<file path="src/hw/fwp_consts.vh">
`ifndef FWP_CONSTS_VH
`define FWP_CONSTS_VH
`define FWP_ADDR_CTRL     4'h0
`define FWP_ADDR_STATUS   4'h1
`define FWP_ADDR_COUNT    4'h2
`define FWP_ADDR_OFFSET   4'h3
`define FWP_ADDR_RDDATA   4'h4
`define FWP_ADDR_RDPTR    4'h5
`define FWP_CTRL_ASYNC    0
`define FWP_CTRL_HSTL     1
`define FWP_CTRL_OFFSEL   2
`define FWP_CTRL_RST      3'h0
`define FWP_WORD_W        36
`define FWP_ADDR_LSB      2
`define FWP_ADDR_MSB      5
`endif

</file>
<file path="src/hw/fwp_sync2.v">
`timescale 1ns/100ps
`default_nettype none
// Two-stage synchroniser for a bus of independent level signals
module fwp_sync2 #(
   parameter W = 1
) (
   input  wire         hclk,
   input  wire         hresetn,
   input  wire [W-1:0] d,
   output wire [W-1:0] q
);
   reg [W-1:0] meta_ff;
   reg [W-1:0] sync_ff;
   always @(posedge hclk or negedge hresetn) begin
      if (!hresetn) begin
         meta_ff <= {W{1'b0}};
         sync_ff <= {W{1'b0}};
      end else begin
         meta_ff <= d;
         sync_ff <= meta_ff;
      end
   end
   assign q = sync_ff;
endmodule
`default_nettype wire

</file>
<file path="src/hw/fwp_write_port.v">
// Our own choices: the register addresses and the AHB-Lite interface to the registers.
`timescale 1ns/100ps
`default_nettype none
`include "fwp_consts.vh"
// Overview of operation
// - Sync mode: low enable qualifies clock for memory and offset.
// - Sync mode: word captured on clock rise with enable low.
// - Async mode: every rising strobe edge stores a word while the FIFO is not full and the inputs are not disabled.
// - HSTL mode: chip select high disables the data inputs.
module fwp_write_port #(
   parameter DW    = `FWP_WORD_W,
   parameter DEPTH = 16,
   parameter AW    = 4
) (
   input  wire          hclk,
   input  wire          hresetn,
   input  wire          hsel,
   input  wire [31:0]   haddr,
   input  wire [1:0]    htrans,
   input  wire          hwrite,
   input  wire [2:0]    hsize,
   input  wire [31:0]   hwdata,
   input  wire          hready,
   output wire          hreadyout,
   output wire          hresp,
   output reg  [31:0]   hrdata,
   input  wire          wr_clk_pin,
   input  wire          wr_strobe_pin,
   input  wire          wr_en_n_pin,
   input  wire          write_chip_select_n,
   input  wire [DW-1:0] wr_data_pin
);
   localparam NSYNC = DW + 4;
   wire [NSYNC-1:0] pin_raw;
   wire [NSYNC-1:0] pin_s;
   wire [DW-1:0]    data_s;
   wire             clk_s;
   wire             stb_s;
   wire             en_n_s;
   wire             cs_n_s;

   // Pins are asynchronous to hclk; the port's edges are sampled here,
   // so the external write clock must run well below hclk/2.
   assign pin_raw = {write_chip_select_n, wr_en_n_pin, wr_strobe_pin,
                     wr_clk_pin, wr_data_pin};
   fwp_sync2 #(.W(NSYNC)) u_sync (
      .hclk    (hclk),
      .hresetn (hresetn),
      .d       (pin_raw),
      .q       (pin_s)
   );
   assign data_s = pin_s[DW-1:0];
   assign clk_s  = pin_s[DW];
   assign stb_s  = pin_s[DW+1];
   assign en_n_s = pin_s[DW+2];
   assign cs_n_s = pin_s[DW+3];

   // Fill level is one bit wider than the pointers so that
   // a full FIFO and an empty one can be told apart
   reg [2:0]      ctrl_ff;
   reg [2:0]      nxt_ctrl;
   reg [DW-1:0]   mem [0:DEPTH-1];
   reg [AW-1:0]   wptr_ff;
   reg [AW-1:0]   nxt_wptr;
   reg [AW-1:0]   rptr_ff;
   reg [AW-1:0]   nxt_rptr;
   reg [AW:0]     count_ff;
   reg [AW:0]     nxt_count;
   reg [DW-1:0]   offset_ff;
   reg [DW-1:0]   nxt_offset;
   reg            full_drop_ff;
   reg            nxt_full_drop;
   reg            ignored_ff;
   reg            nxt_ignored;

   localparam [AW-1:0] PTR_ONE  = {{(AW-1){1'b0}}, 1'b1};
   localparam [AW:0]   LVL_ONE  = {{AW{1'b0}}, 1'b1};
   localparam [AW:0]   LVL_ZERO = {(AW+1){1'b0}};

   wire async_mode = ctrl_ff[`FWP_CTRL_ASYNC];
   wire hstl_mode  = ctrl_ff[`FWP_CTRL_HSTL];
   wire to_offset  = ctrl_ff[`FWP_CTRL_OFFSEL];

   // Rising-edge detectors for the sampled write clock and strobe.
   // They reset low, the idle level of both pins, so that no false
   // edge follows reset.
   localparam NEDGE = 2;
   wire [NEDGE-1:0] edge_in = {stb_s, clk_s};
   wire [NEDGE-1:0] edge_rise;
   genvar gi;
   generate
      for (gi = 0; gi < NEDGE; gi = gi + 1) begin : g_edge
         reg last_ff;
         always @(posedge hclk or negedge hresetn) begin
            if (!hresetn) begin
               last_ff <= 1'b0;
            end else begin
               last_ff <= edge_in[gi];
            end
         end
         assign edge_rise[gi] = edge_in[gi] & ~last_ff;
      end
   endgenerate
   wire clk_rise = edge_rise[0];
   wire stb_rise = edge_rise[1];

   // chip select gating
   // Gated data is forced to zero so a disabled port cannot
   // leak a half-sampled word into memory or the offset register.
   wire          inputs_off = hstl_mode & cs_n_s;
   wire [DW-1:0] data_g     = inputs_off ? {DW{1'b0}} : data_s;

   wire sync_wr  = ~async_mode & clk_rise & ~en_n_s;
   // strobe rising edge
   // The enable pin is not looked at in this mode at all.
   wire async_wr = async_mode & stb_rise;
   wire pin_wr   = sync_wr | async_wr;
   wire port_wr  = pin_wr & ~inputs_off;
   // offset load only in sync mode
   wire off_sel  = to_offset & ~async_mode;
   wire mem_wr   = port_wr & ~off_sel;
   wire off_wr   = port_wr & off_sel;
   wire empty    = (count_ff == LVL_ZERO);
   wire full     = (count_ff == DEPTH);

   // AHB-Lite slave: zero wait states, always OKAY.
   // Only whole-word transfers are used, so hsize is not decoded.
   reg        dph_ff;
   reg        dwr_ff;
   reg [3:0]  dreg_ff;
   wire       ahb_go = hsel & htrans[1] & hready;
   assign hreadyout = 1'b1;
   assign hresp     = 1'b0;

   function is_reg;
      input [3:0] a;
      input [3:0] r;
      begin
         is_reg = (a == r);
      end
   endfunction

   // Register selects, all decoded in the data phase
   wire rd_phase = dph_ff & ~dwr_ff;
   wire wr_ctrl  = dph_ff & dwr_ff & is_reg(dreg_ff, `FWP_ADDR_CTRL);
   wire rd_pop   = rd_phase & is_reg(dreg_ff, `FWP_ADDR_RDDATA);
   // Reading an empty FIFO returns whatever the slot holds, no pop
   wire pop      = rd_pop & ~empty;
   // A full FIFO drops the word rather than overwrite the oldest one
   wire push     = mem_wr & ~full;
   wire inc_up   = push & ~pop;
   wire inc_dn   = pop & ~push;

   always @(posedge hclk or negedge hresetn) begin
      if (!hresetn) begin
         dph_ff <= 1'b0;
      end else begin
         dph_ff <= ahb_go;
      end
   end

   // Address and direction are held from the last real transfer only,
   // which keeps the decode quiet while the bus idles
   always @(posedge hclk or negedge hresetn) begin
      if (!hresetn) begin
         dwr_ff  <= 1'b0;
         dreg_ff <= 4'h0;
      end else if (ahb_go) begin
         dwr_ff  <= hwrite;
         dreg_ff <= haddr[`FWP_ADDR_MSB:`FWP_ADDR_LSB];
      end
   end

   // Next-state logic; pointers wrap at DEPTH, which must be 2**AW
   always @* begin
      nxt_ctrl      = ctrl_ff;
      nxt_wptr      = wptr_ff;
      nxt_rptr      = rptr_ff;
      nxt_count     = count_ff;
      nxt_offset    = offset_ff;
      nxt_full_drop = full_drop_ff;
      nxt_ignored   = ignored_ff;
      if (wr_ctrl) begin
         nxt_ctrl = hwdata[`FWP_CTRL_OFFSEL:`FWP_CTRL_ASYNC];
      end
      if (push) begin
         nxt_wptr = wptr_ff + PTR_ONE;
      end
      if (pop) begin
         nxt_rptr = rptr_ff + PTR_ONE;
      end
      if (inc_up) begin
         nxt_count = count_ff + LVL_ONE;
      end else if (inc_dn) begin
         nxt_count = count_ff - LVL_ONE;
      end
      if (off_wr) begin
         nxt_offset = data_g;
      end
      // Sticky flags: a new event wins over the clearing write
      if (mem_wr & full) begin
         nxt_full_drop = 1'b1;
      end else if (wr_ctrl) begin
         nxt_full_drop = 1'b0;
      end
      if (pin_wr & inputs_off) begin
         nxt_ignored = 1'b1;
      end else if (wr_ctrl) begin
         nxt_ignored = 1'b0;
      end
   end

   always @(posedge hclk or negedge hresetn) begin
      if (!hresetn) begin
         ctrl_ff <= `FWP_CTRL_RST;
      end else begin
         ctrl_ff <= nxt_ctrl;
      end
   end

   always @(posedge hclk or negedge hresetn) begin
      if (!hresetn) begin
         wptr_ff <= {AW{1'b0}};
      end else begin
         wptr_ff <= nxt_wptr;
      end
   end

   always @(posedge hclk or negedge hresetn) begin
      if (!hresetn) begin
         rptr_ff <= {AW{1'b0}};
      end else begin
         rptr_ff <= nxt_rptr;
      end
   end

   always @(posedge hclk or negedge hresetn) begin
      if (!hresetn) begin
         count_ff <= LVL_ZERO;
      end else begin
         count_ff <= nxt_count;
      end
   end

   // The offset register keeps its value until the next sync load
   always @(posedge hclk or negedge hresetn) begin
      if (!hresetn) begin
         offset_ff <= {DW{1'b0}};
      end else begin
         offset_ff <= nxt_offset;
      end
   end

   always @(posedge hclk or negedge hresetn) begin
      if (!hresetn) begin
         full_drop_ff <= 1'b0;
      end else begin
         full_drop_ff <= nxt_full_drop;
      end
   end

   always @(posedge hclk or negedge hresetn) begin
      if (!hresetn) begin
         ignored_ff <= 1'b0;
      end else begin
         ignored_ff <= nxt_ignored;
      end
   end

   // Storage has no reset; only slots below the fill level are valid
   always @(posedge hclk) begin
      if (push) begin
         mem[wptr_ff] <= data_g;
      end
   end

   // Read mux; zero outside a read data phase
   always @* begin
      hrdata = 32'h0000_0000;
      if (rd_phase) begin
         case (dreg_ff)
            `FWP_ADDR_CTRL:   hrdata = {29'h0, ctrl_ff};
            `FWP_ADDR_STATUS: hrdata = {27'h0, inputs_off, ignored_ff,
                                        full_drop_ff, full, empty};
            `FWP_ADDR_COUNT:  hrdata = {{(31-AW){1'b0}}, count_ff};
            `FWP_ADDR_OFFSET: hrdata = offset_ff[31:0];
            `FWP_ADDR_RDDATA: hrdata = mem[rptr_ff][31:0];
            `FWP_ADDR_RDPTR:  hrdata = {28'h0, mem[rptr_ff][DW-1:32]};
            default:          hrdata = 32'h0000_0000;
         endcase
      end
   end
endmodule
`default_nettype wire

</file>
<file path="config.mk">
export PLATFORM = sky130hd
export DESIGN_NAME = fwp_write_port
export DESIGN_NICKNAME = d
export VERILOG_FILES = /design/src/hw/fwp_sync2.v /design/src/hw/fwp_write_port.v
export VERILOG_INCLUDE_DIRS = /design/src /design/src/hw
export SDC_FILE = /design/constraint.sdc
export NUM_CORES = 1
export LEC_CHECK = 0
export BUFFER_PORTS_ARGS = -buffer_cell sky130_fd_sc_hd__buf_2
export CAP_MARGIN = 20
export CORE_ASPECT_RATIO = 0.9
export CORE_MARGIN = 10
export CORE_UTILIZATION = 50
export CTS_BUF_LIST = sky130_fd_sc_hd__clkbuf_4 sky130_fd_sc_hd__clkbuf_8
export DETAILED_ROUTE_END_ITERATION = 10
export PLACE_DENSITY_LB_ADDON = 0.12
export RECOVER_POWER = 100
export SETUP_SLACK_MARGIN = 0.02
export SKIP_LAST_GASP = 1
export SYNTH_ARGS = -nofsm -noshare
export SYNTH_HDL_FRONTEND = slang
export SYNTH_SLANG_ARGS = --single-unit
</file>
<file path="constraint.sdc">
create_clock -name hclk -period 10.3 [get_ports hclk]
set_input_delay 2.06 -clock hclk [delete_from_list [all_inputs] [get_ports hclk]]
set_output_delay 2.06 -clock hclk [all_outputs]
set_load 0.1 [all_outputs]
</file>
==> results.yml <==
logic_synthesis:
  synth_area_um2: 27100
  synth_cell_type_count: 48
  ys_seq_elements: 714
  seq_area_frac_synth_pct: 76.6
  synthFlopType: "edfxtp_1"
  synth_nets: 1405
  ys_warn_count: 0
  synth_edf_count: 576
  async_flop_share_pct: 19.3
  netlist_instances: 1281
  synth_top_area_share_pct: 63.9
  synth_top_cell_by_area: "edfxtp_1"
  synth_area_leaders: "edfxtp_1 64%, mux4_2 14%, dfrtp_1 13%"
  avgSynthCellArea_um2: 21.1
die:
  die_h_um: 241
  die_area_um2: 63900
  die_w_um: 265
  core.rowCount: 80
  io_pins: 148
  coreArea_um2: 53400
  initial_core_util_pct: 50.8
power_and_ir_drop:
  power.leakage_nw: 10.2
  ir_drop_v: 0.000114
  power_density_nw_per_um2: 216
  total_power_mw: 6.61
finish:
  regArea_um2: 20800
  mostFrequentLayoutCells: "576 x edfxtp_1, 167 x mux4_2, 135 x dfrtp_1, 134 x clkbuf_8, 56 x buf_2"
  finish.utilization_pct: 57.2
  fillerInstances: 3991
  areaGrowthSynthToFinish_pct: 12.7
  stdcell_count: 2232
  multiInputGateArea_um2: 5890
  nNetsFinal: 1562
  layout-drive-gt1-share_pct: 31.6
  final_common_cell: "edfxtp_1"
sta:
  setup_tns_ns: 0
  rsz0062_at_grt: "no"
  fmaxAchievable_mhz: 127
  worstMarginPinSlew_ns: 4.20
  setup_viol: 0
  final_max_slew_viol_count: 759
  finalHoldViolations: 0
  min_period_over_period_pct: 76.2
  slew_headroom_pct: -180
  min_period_ns: 7.85
  finClkSkew_ns: 0.0483
drt:
  via_count: 12700
  dr.pass1.iters: 5
  vias_per_cell: 5.70
  drcViolationCount: 0
  drtIter0Drc: 932
  wire_per_inst_um: 26.0
  wl_um: 58100
  ant_nets: 0
critical_path:
  arrival_ns: 5.79
  r2r_slack_ns: 4.65
  cp-start-kind: "flop"
  crit_required_ns: 8.24
  r2r-end: "mem[14][11]$_DFFE_PP_"
  r2r_cells: 6
  cp-end-kind: "primary output"
  worstSetupPathType: "reg2out"
  crit_path_max_fanout: 17
  reg2reg_from: "ctrl_ff[0]$_DFFE_PN0P_"
cts:
  cts_sinks: 714
  clock_latency_ns: 0.72
  ctsResizeCount: 0
  postCtsSetupBuffers: 0
  ctsHoldBuffers: 0
  cts.clk_slew.worst_paths_ns: 0.06
  cts_max_path_buffers: 3
  tritoncts: "done"
  cts_root_buf: "clkbuf_8"
  cts_buffers: 112
  cts_max_level: 3
placement:
  dp_hpwl_um: 28800
  dp_cells: 2021
  gp_congestion: 0.717
  port_buffers: 84
worst_hold_path:
  min_path_cells: 0
  min_from: "u_sync.meta_ff[27]$_DFF_PN0_"
  hold_class: "reg2reg"
  hold-path-endpoint: "u_sync.q[27]$_DFF_PN0_"
grt:
  grt_pass1_vias: 13500
  grt_max_degree: 79
  grt_util_all_layers_pct: 18.6
  antenna_found_initial: 1
  grt_first_pass_wirelength_um: 86800
  grt_overflow_total: 0
outcome:
  violations: "max-capacitance violations, max-slew violations"
  status: "complete, but fails checks"
run:
  cap_violations: 23
## layer usage
layer  global-route usage, %  part of all wire (%)
met1                    24.6                    42
met2                    31.1                    51
met3                    3.89                   5.7
met4                    5.19                   1.8
met5                       0                     0
## critical path, cell delays in order, from the launching register on
cell      delay, ns
dfrtp_1        0.53
nor4b_1        1.37
nand3_1        1.16
clkbuf_1       0.75
o21ai_1        0.33
clkbuf_1       0.89
## per-stage QoR
step                hold slack (ns)  area [µm²]  setup WS [ns]
floorplan                     0.331       27100           5.01
global placement              0.333       28300           4.61
detailed placement            0.335       28400           4.87
CTS                           0.347       30700           4.05
global route                  0.351       30500           2.07
finish                        0.344       30500           2.45
## cells by family after synthesis
logic type                 after synthesis  synth area share, %
and+or+nand+nor                        148                 2.85
DFF                                    714                 76.6
muxes                                  234                 16.6
other                                    2               0.0277
AOI/OAI and AO/OA                       63                 1.36
buffers and inverters                   99                 1.68
xor gates and xnor gates                11                0.356
adders and majority gates               10                0.490
## registers in the layout, summed over array words and instances, names as in the netlist
signal and cells:
g_edge.last_ff 2, mem 576, u_sync.q 40, dreg_ff 4
dph_ff 1, count_ff 5, full_drop_ff 1, rptr_ff 4
offset_ff 32, wptr_ff 4, ctrl_ff 3, dwr_ff 1
ignored_ff 1, u_sync.meta_ff 40
## how the worst max path moves through the flow
stage	from	to	slack, ns
after floorplan	dreg_ff[0]$_DFFE_PN0P_	hrdata[4]	5.01
after global placement	dreg_ff[1]$_DFFE_PN0P_	hrdata[29]	4.61
after detailed placement	rptr_ff[1]$_DFFE_PN0P_	hrdata[3]	4.87
after CTS	rptr_ff[1]$_DFFE_PN0P_	hrdata[3]	4.05
after global routing	dreg_ff[1]$_DFFE_PN0P_	hrdata[12]	2.07
final	dreg_ff[1]$_DFFE_PN0P_	hrdata[12]	2.45
## where the power goes
part	switching, mW	leakage, nW	internal [mW]
Clock	1.06	1.27	1.38
Sequential	0.108	6.89	3.31
Combinational	0.374	2.09	0.367
## layout make-up
cell class / instances / share of cell area (%)
clock inverters: 27 / 0.508
clock buffers: 183 / 7.24
inverters: 38 / 0.467
diodes: 1 / 0.00820
flip-flops and latches: 714 / 68.0
repair buffers: 104 / 1.65
multi-input cells: 468 / 19.3
well taps: 697 / 2.86
## cells in the mapped netlist (9+ instances only)
| master | number |
|---|---|
| mux2_2 | 49 |
| dfrtp_1 | 138 |
| buf_2 | 12 |
| inv_1 | 37 |
| mux4_2 | 167 |
| nor2_1 | 21 |
| ha_1 | 9 |
| and2_1 | 45 |
| edfxtp_1 | 576 |
| clkbuf_1 | 35 |
| o21ai_1 | 27 |
| xnor2_1 | 9 |
| mux2_1 | 10 |
| nand2_1 | 49 |
No activity file was read; power rests on OpenSTA's default activity.
